<file path="src/hdl/oap_regs.svh">
`ifndef OAP_REGS_SVH
`define OAP_REGS_SVH

// Timing
`define OAP_CLK_HZ 50000000
`define OAP_TICK_MS 100
`define OAP_TICK_CYCLES (`OAP_CLK_HZ / 1000 * `OAP_TICK_MS)
`define OAP_BACKLIGHT_S 60
`define OAP_BACKLIGHT_TICKS (`OAP_BACKLIGHT_S * 1000 / `OAP_TICK_MS)
`define OAP_LOG_500MS 500
`define OAP_LOG_1S_MS 1000
`define OAP_LOG_2S_MS 2000
`define OAP_LOG_5S_MS 5000
`define OAP_LOG_TICKS(ms) ((ms) / `OAP_TICK_MS)

// Network port
`define OAP_PORT_DEFAULT 16'h13a1
`define OAP_PORT_RSVD_A 16'h01f6
`define OAP_PORT_RSVD_B 16'h0219

// Factory values of settings
`define OAP_DEF_SB_ONOFF 1'h0
`define OAP_DEF_SB_INVERT 1'h0
`define OAP_DEF_PIN2_MASK 3'h1
`define OAP_DEF_PIN3_DC 1'h0
`define OAP_DEF_PWRON_RESTORE 1'h0
`define OAP_DEF_PF_AUTO 1'h0
`define OAP_DEF_REMOTE_AUTO 1'h0
`define OAP_DEF_OT_AUTO 1'h1
`define OAP_DEF_BACKLIGHT_TO 1'h0
`define OAP_DEF_LOG_EN 1'h0
`define OAP_DEF_LOG_FOLLOW 1'h0
`define OAP_DEF_DHCP_EN 1'h1

// Alarm counter layout
`define OAP_NUM_ALARMS 5
`define OAP_CNT_W 16

`endif

</file>
<file path="src/hdl/oap_pkg.sv">
package oap_pkg;

    typedef enum logic [1:0] {PIN1_OT, PIN1_PF, PIN1_BOTH} oap_pin1_sel_t;

    typedef enum logic [1:0] {LOG_500MS, LOG_1S, LOG_2S, LOG_5S} oap_log_intv_t;

    typedef enum logic {LOG_IDLE, LOG_RUN} oap_log_state_t;

    // Stored settings; bit 0 of pin2_mask is overvoltage, 1 overcurrent, 2 overpower
    typedef struct packed {
        logic sb_onoff;
        logic sb_invert;
        oap_pin1_sel_t pin1_sel;
        logic [2:0] pin2_mask;
        logic pin3_dc;
        logic pwron_restore;
        logic pf_auto;
        logic remote_auto;
        logic ot_auto;
        logic backlight_to;
        logic log_en;
        logic log_follow;
        oap_log_intv_t log_intv;
        logic dhcp_en;
        logic [15:0] net_port;
    } oap_cfg_t;

    typedef struct packed {
        logic cv;
        logic overpower_alarm;
        logic overcurrent_alarm;
        logic overvoltage_alarm;
        logic pf;
        logic ot;
    } oap_alarm_t;

endpackage

</file>
<file path="src/hdl/oap_tick_div.sv">
`timescale 1ns/10ps
`default_nettype none

// Divides the system clock into a one-cycle enable
module oap_tick_div #(
    parameter int unsigned CYCLES = 5000000
) (
    input wire logic clk_sys,
    input wire logic nrst,
    output logic tick
);
    localparam int unsigned W = (CYCLES > 1) ? $clog2(CYCLES) : 1;
    localparam logic [W-1:0] LAST = W'(CYCLES - 1);

    logic [W-1:0] cnt_reg;

    always_ff @(posedge clk_sys)
    begin
        if (!nrst)
        begin
            cnt_reg <= '0;
            tick <= 1'b0;
        end
        else if (cnt_reg == LAST)
        begin
            cnt_reg <= '0;
            tick <= 1'b1;
        end
        else
        begin
            cnt_reg <= cnt_reg + W'(1);
            tick <= 1'b0;
        end
    end
endmodule

`default_nettype wire

</file>
<file path="src/hdl/oap_alarm_cnt.sv">
`timescale 1ns/10ps
`default_nettype none

// Saturating count of alarm onsets since power-up
module oap_alarm_cnt #(
    parameter int unsigned N = 5,
    parameter int unsigned W = 16
) (
    input wire logic clk_sys,
    input wire logic nrst,
    input wire logic [N-1:0] alarm,
    output logic [N-1:0][W-1:0] count
);
    logic [N-1:0] prev_reg;

    always_ff @(posedge clk_sys)
    begin
        if (!nrst)
            prev_reg <= '0;
        else
            prev_reg <= alarm;
    end

    genvar i;
    generate
        for (i = 0; i < N; i++)
        begin : g_cnt
            always_ff @(posedge clk_sys)
            begin
                if (!nrst)
                    count[i] <= '0;
                else if (alarm[i] && !prev_reg[i] && count[i] != {W{1'b1}})
                    count[i] <= count[i] + W'(1);
            end
        end
    endgenerate
endmodule

`default_nettype wire

</file>
<file path="src/hdl/oap_top.sv">
// Function
// - Off-only standby action may switch the power input off, never on.
// - On/off standby action resumes the input only if it was on before.
// - First alarm pin shows overtemperature, power-fail, or either; default either.
// - Second alarm pin ORs any nonempty set of voltage/current/power alarms.
// - Third pin shows constant-voltage indication or input state; default indication.
// - After power-up the input is off; restore policy still holds its factory off value then.
// - Factory default and reset to defaults set power-on policy to off.
// - After power-fail the input stays off; auto policy resumes if it was on.
// - Leaving remote forces the input off; auto policy keeps its state.
// - After overtemperature auto policy restores prior state; off policy keeps off.
// - Backlight turns off after 60 s without activity when enabled.
// - Active logging emits one record per 500 ms, 1 s, 2 s or 5 s.
// - Follow mode starts and stops logging on each input change, new file each start.
// - Manual mode starts and stops logging only by front-panel command.
// - Defaults request restores all settings; restart request triggers a warm start.
// - Initialize request reruns parallel-system discovery.
// - Count each alarm type since power-up and present the counts.
// - Network port accepts 0 to 65535, defaults to 5025, 502 and 537 reserved.
// - Without an answering address server, fall back to manual addressing.
// - Standby level setting inverts the input's active level and function.
`timescale 1ns/10ps
`default_nettype none

`include "oap_regs.svh"

module oap_top #(
    parameter int unsigned TICK_CYCLES = `OAP_TICK_CYCLES
) (
    input wire logic clk_sys,
    input wire logic nrst,
    input wire logic cfg_wr,
    input wire oap_pkg::oap_cfg_t cfg_in,
    input wire logic defaults_req,
    input wire logic restart_req,
    input wire logic ms_init_req,
    input wire logic stored_dc_on,
    input wire oap_pkg::oap_alarm_t alarms,
    input wire logic remote_active,
    input wire logic dc_on_cmd,
    input wire logic dc_off_cmd,
    input wire logic remote_standby_input,
    input wire logic user_activity,
    input wire logic log_start_cmd,
    input wire logic log_stop_cmd,
    input wire logic dhcp_ack,
    input wire logic dhcp_timeout,
    output oap_pkg::oap_cfg_t cfg_out,
    output logic dc_input_on,
    output logic alarm_pin1,
    output logic alarm_pin2,
    output logic status_pin3,
    output logic backlight_on,
    output logic log_active,
    output logic log_record,
    output logic log_new_file,
    output logic defaults_done,
    output logic warm_start,
    output logic ms_discover,
    output logic port_rejected,
    output logic net_use_manual,
    output logic [`OAP_NUM_ALARMS-1:0][`OAP_CNT_W-1:0] alarm_counts
);
    localparam logic [9:0] BL_TICKS = 10'(`OAP_BACKLIGHT_TICKS);
    localparam logic [5:0] LOG_T0 = 6'(`OAP_LOG_TICKS(`OAP_LOG_500MS));
    localparam logic [5:0] LOG_T1 = 6'(`OAP_LOG_TICKS(`OAP_LOG_1S_MS));
    localparam logic [5:0] LOG_T2 = 6'(`OAP_LOG_TICKS(`OAP_LOG_2S_MS));
    localparam logic [5:0] LOG_T3 = 6'(`OAP_LOG_TICKS(`OAP_LOG_5S_MS));

    function automatic logic port_is_reserved(input logic [15:0] p);
        port_is_reserved = (p == `OAP_PORT_RSVD_A) || (p == `OAP_PORT_RSVD_B);
    endfunction

    function automatic oap_pkg::oap_cfg_t factory_cfg();
        oap_pkg::oap_cfg_t c;
        c.sb_onoff = `OAP_DEF_SB_ONOFF;
        c.sb_invert = `OAP_DEF_SB_INVERT;
        c.pin1_sel = oap_pkg::PIN1_BOTH;
        c.pin2_mask = `OAP_DEF_PIN2_MASK;
        c.pin3_dc = `OAP_DEF_PIN3_DC;
        c.pwron_restore = `OAP_DEF_PWRON_RESTORE;
        c.pf_auto = `OAP_DEF_PF_AUTO;
        c.remote_auto = `OAP_DEF_REMOTE_AUTO;
        c.ot_auto = `OAP_DEF_OT_AUTO;
        c.backlight_to = `OAP_DEF_BACKLIGHT_TO;
        c.log_en = `OAP_DEF_LOG_EN;
        c.log_follow = `OAP_DEF_LOG_FOLLOW;
        c.log_intv = oap_pkg::LOG_500MS;
        c.dhcp_en = `OAP_DEF_DHCP_EN;
        c.net_port = `OAP_PORT_DEFAULT;
        factory_cfg = c;
    endfunction

    function automatic logic [5:0] log_ticks(input oap_pkg::oap_log_intv_t s);
        case (s)
            oap_pkg::LOG_500MS: log_ticks = LOG_T0;
            oap_pkg::LOG_1S: log_ticks = LOG_T1;
            oap_pkg::LOG_2S: log_ticks = LOG_T2;
            default: log_ticks = LOG_T3;
        endcase
    endfunction

    logic tick;
    logic init_reg;
    logic sb_meta_reg;
    logic sb_sync_reg;
    logic sb_prev_reg;
    logic sb_resume_reg;
    logic sb_resume_next;
    logic pf_prev_reg;
    logic ot_prev_reg;
    logic remote_prev_reg;
    logic pf_was_on_reg;
    logic ot_was_on_reg;
    logic dc_next;
    logic dc_prev_reg;
    logic sb_act;
    logic [9:0] bl_cnt_reg;
    logic [5:0] log_cnt_reg;
    logic dhcp_fail_reg;
    oap_pkg::oap_log_state_t log_state_reg;
    oap_pkg::oap_log_state_t log_state_next;

    oap_tick_div #(
        .CYCLES(TICK_CYCLES)
    ) u_tick (
        .clk_sys(clk_sys),
        .nrst(nrst),
        .tick(tick)
    );

    oap_alarm_cnt #(
        .N(`OAP_NUM_ALARMS),
        .W(`OAP_CNT_W)
    ) u_cnt (
        .clk_sys(clk_sys),
        .nrst(nrst),
        .alarm({alarms.overpower_alarm, alarms.overcurrent_alarm, alarms.overvoltage_alarm, alarms.pf, alarms.ot}),
        .count(alarm_counts)
    );

    // Settings store
    always_ff @(posedge clk_sys)
    begin
        if (!nrst)
        begin
            cfg_out <= factory_cfg();
            port_rejected <= 1'b0;
        end
        else if (defaults_req)
        begin
            cfg_out <= factory_cfg();
            port_rejected <= 1'b0;
        end
        else if (cfg_wr)
        begin
            cfg_out <= cfg_in;
            if (port_is_reserved(cfg_in.net_port))
                cfg_out.net_port <= cfg_out.net_port;
            if (cfg_in.pin2_mask == 3'h0)
                cfg_out.pin2_mask <= cfg_out.pin2_mask;
            if (cfg_in.pin1_sel == 2'h3)
                cfg_out.pin1_sel <= cfg_out.pin1_sel;
            port_rejected <= port_is_reserved(cfg_in.net_port);
        end
    end

    // Request pulses
    always_ff @(posedge clk_sys)
    begin
        if (!nrst)
        begin
            defaults_done <= 1'b0;
            warm_start <= 1'b0;
            ms_discover <= 1'b0;
        end
        else
        begin
            defaults_done <= defaults_req;
            warm_start <= restart_req;
            ms_discover <= ms_init_req;
        end
    end

    // Standby pin synchroniser
    always_ff @(posedge clk_sys)
    begin
        if (!nrst)
        begin
            sb_meta_reg <= 1'b0;
            sb_sync_reg <= 1'b0;
        end
        else
        begin
            sb_meta_reg <= remote_standby_input;
            sb_sync_reg <= sb_meta_reg;
        end
    end

    assign sb_act = sb_sync_reg ^ cfg_out.sb_invert;

    // Power input state decision
    always_comb
    begin
        dc_next = dc_input_on;
        sb_resume_next = sb_resume_reg;
        if (init_reg)
        begin
            dc_next = cfg_out.pwron_restore ? stored_dc_on : 1'b0;
            sb_resume_next = 1'b0;
        end
        else
        begin
            if (dc_on_cmd)
                dc_next = 1'b1;
            if (dc_off_cmd)
            begin
                dc_next = 1'b0;
                sb_resume_next = 1'b0;
            end
            if (remote_prev_reg && !remote_active && !cfg_out.remote_auto)
                dc_next = 1'b0;
            if (sb_act && !sb_prev_reg)
            begin
                sb_resume_next = cfg_out.sb_onoff && dc_input_on;
                dc_next = 1'b0;
            end
            if (!sb_act && sb_prev_reg)
            begin
                if (cfg_out.sb_onoff && sb_resume_reg)
                    dc_next = 1'b1;
                sb_resume_next = 1'b0;
            end
            if (!alarms.pf && pf_prev_reg && cfg_out.pf_auto && pf_was_on_reg)
                dc_next = 1'b1;
            if (!alarms.ot && ot_prev_reg && cfg_out.ot_auto && ot_was_on_reg)
                dc_next = 1'b1;
            if (sb_act)
                dc_next = 1'b0;
            if (alarms.pf || alarms.ot)
                dc_next = 1'b0;
        end
    end

    always_ff @(posedge clk_sys)
    begin
        if (!nrst)
        begin
            init_reg <= 1'b1;
            dc_input_on <= 1'b0;
            sb_resume_reg <= 1'b0;
        end
        else
        begin
            init_reg <= 1'b0;
            dc_input_on <= dc_next;
            sb_resume_reg <= sb_resume_next;
        end
    end

    // Edge history and state held at alarm onset
    always_ff @(posedge clk_sys)
    begin
        if (!nrst)
        begin
            sb_prev_reg <= 1'b0;
            pf_prev_reg <= 1'b0;
            ot_prev_reg <= 1'b0;
            remote_prev_reg <= 1'b0;
            pf_was_on_reg <= 1'b0;
            ot_was_on_reg <= 1'b0;
        end
        else
        begin
            sb_prev_reg <= sb_act;
            pf_prev_reg <= alarms.pf;
            ot_prev_reg <= alarms.ot;
            remote_prev_reg <= remote_active;
            if (alarms.pf && !pf_prev_reg)
                pf_was_on_reg <= dc_input_on;
            if (alarms.ot && !ot_prev_reg)
                ot_was_on_reg <= dc_input_on;
        end
    end

    // Analog interface status pins
    always_ff @(posedge clk_sys)
    begin
        if (!nrst)
        begin
            alarm_pin1 <= 1'b0;
            alarm_pin2 <= 1'b0;
            status_pin3 <= 1'b0;
        end
        else
        begin
            case (cfg_out.pin1_sel)
                oap_pkg::PIN1_OT: alarm_pin1 <= alarms.ot;
                oap_pkg::PIN1_PF: alarm_pin1 <= alarms.pf;
                default: alarm_pin1 <= alarms.ot | alarms.pf;
            endcase
            alarm_pin2 <= |(cfg_out.pin2_mask
                & {alarms.overpower_alarm, alarms.overcurrent_alarm, alarms.overvoltage_alarm});
            status_pin3 <= cfg_out.pin3_dc ? dc_input_on : alarms.cv;
        end
    end

    // Backlight inactivity timer
    always_ff @(posedge clk_sys)
    begin
        if (!nrst)
        begin
            bl_cnt_reg <= '0;
            backlight_on <= 1'b1;
        end
        else if (user_activity || !cfg_out.backlight_to)
        begin
            bl_cnt_reg <= '0;
            backlight_on <= 1'b1;
        end
        else if (tick && bl_cnt_reg != BL_TICKS)
        begin
            bl_cnt_reg <= bl_cnt_reg + 10'h001;
            if (bl_cnt_reg == BL_TICKS - 10'h001)
                backlight_on <= 1'b0;
        end
    end

    // Logging control
    always_comb
    begin
        log_state_next = log_state_reg;
        case (log_state_reg)
            oap_pkg::LOG_IDLE:
            begin
                if (cfg_out.log_en && cfg_out.log_follow && dc_input_on && !dc_prev_reg)
                    log_state_next = oap_pkg::LOG_RUN;
                else if (cfg_out.log_en && !cfg_out.log_follow && log_start_cmd)
                    log_state_next = oap_pkg::LOG_RUN;
            end
            default:
            begin
                if (!cfg_out.log_en)
                    log_state_next = oap_pkg::LOG_IDLE;
                else if (cfg_out.log_follow && !dc_input_on && dc_prev_reg)
                    log_state_next = oap_pkg::LOG_IDLE;
                else if (!cfg_out.log_follow && log_stop_cmd)
                    log_state_next = oap_pkg::LOG_IDLE;
            end
        endcase
    end

    always_ff @(posedge clk_sys)
    begin
        if (!nrst)
        begin
            log_state_reg <= oap_pkg::LOG_IDLE;
            dc_prev_reg <= 1'b0;
            log_active <= 1'b0;
            log_new_file <= 1'b0;
        end
        else
        begin
            log_state_reg <= log_state_next;
            dc_prev_reg <= dc_input_on;
            log_active <= (log_state_next == oap_pkg::LOG_RUN);
            log_new_file <= (log_state_reg == oap_pkg::LOG_IDLE)
                && (log_state_next == oap_pkg::LOG_RUN);
        end
    end

    // Record pacing
    always_ff @(posedge clk_sys)
    begin
        if (!nrst)
        begin
            log_cnt_reg <= '0;
            log_record <= 1'b0;
        end
        else if (log_state_reg != oap_pkg::LOG_RUN)
        begin
            log_cnt_reg <= '0;
            log_record <= 1'b0;
        end
        else if (tick)
        begin
            if (log_cnt_reg >= log_ticks(cfg_out.log_intv) - 6'h01)
            begin
                log_cnt_reg <= '0;
                log_record <= 1'b1;
            end
            else
            begin
                log_cnt_reg <= log_cnt_reg + 6'h01;
                log_record <= 1'b0;
            end
        end
        else
            log_record <= 1'b0;
    end

    // Address fallback; a timeout in the same cycle as an answer wins
    always_ff @(posedge clk_sys)
    begin
        if (!nrst)
        begin
            dhcp_fail_reg <= 1'b0;
            net_use_manual <= 1'b0;
        end
        else
        begin
            if (dhcp_timeout)
                dhcp_fail_reg <= 1'b1;
            else if (dhcp_ack)
                dhcp_fail_reg <= 1'b0;
            net_use_manual <= !cfg_out.dhcp_en || dhcp_timeout || dhcp_fail_reg;
        end
    end
endmodule

`default_nettype wire

</file>
<file path="config.mk">
export PLATFORM = sky130hd
export DESIGN_NAME = oap_top
export DESIGN_NICKNAME = d
export VERILOG_FILES = /design/src/hdl/oap_pkg.sv /design/src/hdl/oap_tick_div.sv /design/src/hdl/oap_alarm_cnt.sv /design/src/hdl/oap_top.sv
export VERILOG_INCLUDE_DIRS = /design/src /design/src/hdl
export SDC_FILE = /design/constraint.sdc
export NUM_CORES = 1
export LEC_CHECK = 0
export BUFFER_PORTS_ARGS = -buffer_cell sky130_fd_sc_hd__buf_2
export CORE_ASPECT_RATIO = 1.2
export CORE_UTILIZATION = 40
export CTS_CLUSTER_SIZE = 25
export DETAILED_ROUTE_END_ITERATION = 12
export PLACE_DENSITY = 0.7
export SYNTH_ARGS = -nofsm -noshare
export SYNTH_HDL_FRONTEND = slang
export SYNTH_SLANG_ARGS = --single-unit
export TNS_END_PERCENT = 20
</file>
<file path="constraint.sdc">
create_clock -name clk_sys -period 3.3 [get_ports clk_sys]
set_input_delay 0.66 -clock clk_sys [delete_from_list [all_inputs] [get_ports clk_sys]]
set_output_delay 0.66 -clock clk_sys [all_outputs]
set_load 0.03 [all_outputs]
</file>
==> results.md <==
- Max-cap violations in this run came to 0.
- Dividing the final minimum period by the clock period gives ~64%.
- The type of element launching the critical path is a flop.
- The worst min-delay path class is input port to flop.
- Summed over all layers, the routed wires come to roughly 23000 um.
- After detailed routing, the number of remaining DRC violations is 0.
- Across all layers, the routed design uses ~8100 vias.
- For this run, the total global-route usage over all layers was measured as 20.3%.
- By area the synthesized netlist is led by sky130_fd_sc_hd__dfxtp_1 42%, sky130_fd_sc_hd__mux2i_1 5.7%, sky130_fd_sc_hd__nand2_1 3.8%.
- The data arrival time of the critical path is 2420 ps.
- The row count is just under 60.
- The minimum clock period after layout is roughly 2100 ps.
- The flow ran to the end, and the final reports show no timing, DRC or antenna violations.
- The number of antenna violations at the first check in global routing is 3.
- The overflow left after global routing is 0.
- The data required time at the worst endpoint is 3600 ps.
- The CTS clock-pin slew for the worst setup and hold paths is 70 ps.
- The detailed placer's ending HPWL is around 16000 um.
- The global-route wire length before repair is around 37000 um.
- The area used by multi-input combinational logic is 4710 sq um.
- The worst reg2reg path startpoint is u_cnt.count[65]$_SDFFE_PN0P_.
- During I/O placement, the number of pins put on the boundary was around 180.
- The area growth from synthesis to layout is 20.5%.
- The number of buffers added by the clock tree synthesis step is 17.
- In this run the remaining antenna-violating nets after routing total 0.
- Cell internal power was estimated by the tool at about 3.5 mW.
- The number of hold buffers added after cts is 0.
- After filler insertion, the fill cell instance count of the layout stands at around 2000.
- Setup violations remaining at the end of the flow were counted as 0.
- The largest net degree at the start of global routing is 59.
- The net count of the finished layout is ~1200.
- Post-CTS repair changed the size of 0 cells.
- For this design the total switching power over the nets is 1.21 mW.
- The warning count from the yosys run is 0.
- The power per unit of standard cell area is about 450 nW/um^2.
- The width of the die is roughly 140 um.
- The first routing iteration left ~540 violations.
- The origin of the worst min-delay path is remote_standby_input.
- The number of hold-slack violations in the final timing report is 0.
- The CTS tree is yes.
- The launching element of the worst setup path is u_cnt.count[65]$_SDFFE_PN0P_.
- The aggregate negative setup slack is 0 ps.
- Synthesis inferred between 150 and 200 register bits.
- The clock latency of the later-clocked register in the worst-skew pair is about 420 ps.
- For this run, the top clock speed supported by timing is about 470 MHz.
- The share of total power dissipated in combinational logic is 7.2%.
- The highest fanout seen on the critical path is 8.
- The total nets after synthesis is between 1000 and 1500.
- The clock network accounts for a little over two fifths of the total power.
- The post-synthesis area per instance is 8.75 sq um.
- Input and output buffers added on the ports amount to between 150 and 200.
- Setup repair after global routing left no endpoint under its margin.
- The area of the mapped netlist is around 8600 sq um.
- In the final layout, flip-flops and latches occupy 3640 sq um.
- Counting every instance in the synthesized netlist gives approximately 1000.
- Counting every sink on the clock net gives ~180.
- Summing the sequential cell areas from Yosys gives between 40% and 50% of the chip area.
- The maximum count of clock buffers along a single path is 2.
- CTS placed an instance of sky130_fd_sc_hd__clkbuf_16 at the clock tree root.
- The number of global-route vias before repair is 7540.
- The flip-flop cell with the highest count after synthesis is sky130_fd_sc_hd__dfxtp_1.
- The H-tree depth is 4.
- Routability-driven placement finished with a final weighted congestion of ~0.86.
- The number of search-and-repair iterations in the first detailed-routing pass is 5.
- Registers are responsible for around 49% of the overall power.
- The largest total area in the synthesized netlist belongs to sky130_fd_sc_hd__dfxtp_1.
- For this configuration, the core starts out at a cell density of between 40 and 50%.
- The critical setup path kind is flop to flop.
- The leakage power figure is 4.03 nW.
- In this run the post-CTS setup repair buffer count came out at 0.
- The detail-routed via count per cell is roughly 5.6.
- The register with the most flip-flops in the layout has 80 of them.
- The die area is 22200 sq um.
- In this run the cell area measured after placement is between 9000 and 10000 sq um.
- In the final routed layout, each cell accounts on average for between 15 and 20 um.
- The switching share of total power is 26.0%.
- Synthesis instantiated between 70 and 80 different standard cells from the library.
- The fraction of the core area covered by cells at the end of the flow is about half.
- In the synthesized netlist the async set-or-reset flop fraction comes to 0%.
- The core region is roughly 21000 sq um.
- Across the VDD grid, the largest voltage drop is 0.371 mV.
- At the pin with the least slew margin, the transition time is 908 ps.
- Clock skew on the completed layout was measured at 11.6 ps.
- STA classifies the critical path endpoint as a flop.
- Overall power consumption after layout is estimated at around 4.7 mW.
- The height of the die is 163 um.
- Measured against its own limit, the worst slew margin works out to about two fifths.
- The number of enable flip-flop cells after synthesis is 0.
- The layout cell share with drive strength beyond 1 is 21.1%.
- The final-report max-slew violation count was 0.
- The area fraction of the dominant cell type after synthesis is between 40% and 50%.
- The post-route cell area is 10400 sq um.
[stage by stage]
step	std cells	hold slack, ps	setup slack [ps]
6_report	1445	443	1180
5_1_grt	1445	427	959
4_1_cts	1443	424	1150
3_5_place_dp	1411	441	852
3_3_place_gp	1411	424	994
2_1_floorplan	988	412	1270
[layout make-up]
class                           instances  share of cell area [%]
Antenna cell                            2                  0.0481
Clock buffer                           18                    4.22
Clock inverter                         14                    1.42
Inverter                               32                    1.15
Multi-Input combinational cell        733                    45.3
Sequential cell                       182                    35.0
Tap cell                              270                    3.24
Timing Repair Buffer                  194                    9.64
[Yosys cell counts, types with 3 or more instances]
master                      number
sky130_fd_sc_hd__dfxtp_1       182
sky130_fd_sc_hd__nand2_1        88
sky130_fd_sc_hd__nor2_1         67
sky130_fd_sc_hd__a21oi_1        59
sky130_fd_sc_hd__mux2i_1        49
sky130_fd_sc_hd__nand3_1        44
sky130_fd_sc_hd__nand2b_1       36
sky130_fd_sc_hd__nor3_1         34
sky130_fd_sc_hd__nand4_1        33
sky130_fd_sc_hd__inv_1          31
sky130_fd_sc_hd__clkbuf_1       28
sky130_fd_sc_hd__o21ai_0        26
sky130_fd_sc_hd__nor4_1         22
sky130_fd_sc_hd__o31ai_1        22
sky130_fd_sc_hd__or3_1          20
sky130_fd_sc_hd__or4_1          20
sky130_fd_sc_hd__and2_1         17
sky130_fd_sc_hd__and3_1         17
sky130_fd_sc_hd__xor2_1         17
sky130_fd_sc_hd__ha_1           15
sky130_fd_sc_hd__and4_1         11
sky130_fd_sc_hd__buf_2          10
sky130_fd_sc_hd__xnor2_1        10
sky130_fd_sc_hd__a31oi_1         9
sky130_fd_sc_hd__a2111oi_0       7
sky130_fd_sc_hd__a211oi_1        7
sky130_fd_sc_hd__a311oi_1        7
sky130_fd_sc_hd__nand3b_1        7
sky130_fd_sc_hd__nor2b_1         7
sky130_fd_sc_hd__nand4b_1        6
sky130_fd_sc_hd__o2111ai_1       5
sky130_fd_sc_hd__o32ai_1         5
sky130_fd_sc_hd__nor3b_1         4
sky130_fd_sc_hd__nor4b_1         4
sky130_fd_sc_hd__o41ai_1         4
sky130_fd_sc_hd__a32oi_1         3
sky130_fd_sc_hd__a41o_1          3
sky130_fd_sc_hd__nor4_2          3
sky130_fd_sc_hd__o22ai_1         3
sky130_fd_sc_hd__or2_2           3
[power groups by stage]
| stage | Clock, mW | Combinational [mW] | Sequential (mW) |
|---|---|---|---|
| after detailed placement | 0 | 0.334 | 2.33 |
| after global routing | 2.19 | 0.367 | 2.28 |
| after global placement | 0 | 0.330 | 2.33 |
| after floorplan | 0 | 0.149 | 2.38 |
| final | 2.05 | 0.335 | 2.28 |
| after CTS | 2.10 | 0.336 | 2.28 |
[per-layer routing]
layer | vias to the layer above | part of all wire (%) | global-route usage [%]
li1 | 4045 | - | -
met1 | 3815 | 44 | 25.2
met2 | 183 | 48 | 33.9
met3 | 40 | 4.3 | 3.94
met4 | 0 | 2.8 | 8.79
met5 | - | 0 | 0
[worst paths after layout]
check	end	slack (ps)	cells past startpoint
max	u_cnt.count[65]$_SDFFE_PN0P_	1180	5
min	sb_meta_reg$_SDFF_PN0_	440	2
max reg2reg	u_cnt.count[65]$_SDFFE_PN0P_	1180	5
min reg2reg	sb_sync_reg$_SDFF_PN0_	460	1
[worst max-delay path, stage by stage (launching register included)]
cell                      delay, ps
sky130_fd_sc_hd__dfxtp_1        420
sky130_fd_sc_hd__ha_1           220
sky130_fd_sc_hd__nand3_1        160
sky130_fd_sc_hd__nor3_1         740
sky130_fd_sc_hd__a31oi_1        290
sky130_fd_sc_hd__mux2i_1        170
[logic make-up after synthesis]
family	Yosys count	share of synthesized area (%)
AO/OA/AOI/OAI	186	14.6
XOR/XNOR	27	2.74
adder cells (fa/ha/maj)	15	2.17
buffers and inverters	73	3.36
flip-flops	182	42.2
multiplexers	50	5.80
AND/OR/NAND/NOR	455	29.2
[cell usage in the layout (no fill, tap or decap), types with 15 or more instances in the layout]
cell / count
sky130_fd_sc_hd__a21oi_1: 59
sky130_fd_sc_hd__and2_1: 17
sky130_fd_sc_hd__and3_1: 17
sky130_fd_sc_hd__buf_2: 181
sky130_fd_sc_hd__clkbuf_16: 17
sky130_fd_sc_hd__dfxtp_1: 182
sky130_fd_sc_hd__ha_1: 15
sky130_fd_sc_hd__inv_1: 31
sky130_fd_sc_hd__mux2i_1: 49
sky130_fd_sc_hd__nand2_1: 88
sky130_fd_sc_hd__nand2b_1: 36
sky130_fd_sc_hd__nand3_1: 44
sky130_fd_sc_hd__nand4_1: 33
sky130_fd_sc_hd__nor2_1: 67
sky130_fd_sc_hd__nor3_1: 34
sky130_fd_sc_hd__nor4_1: 22
sky130_fd_sc_hd__o21ai_0: 26
sky130_fd_sc_hd__o31ai_1: 21
sky130_fd_sc_hd__or3_1: 20
sky130_fd_sc_hd__or4_1: 20
sky130_fd_sc_hd__xor2_1: 17
Power figures use the tool's default switching activity.
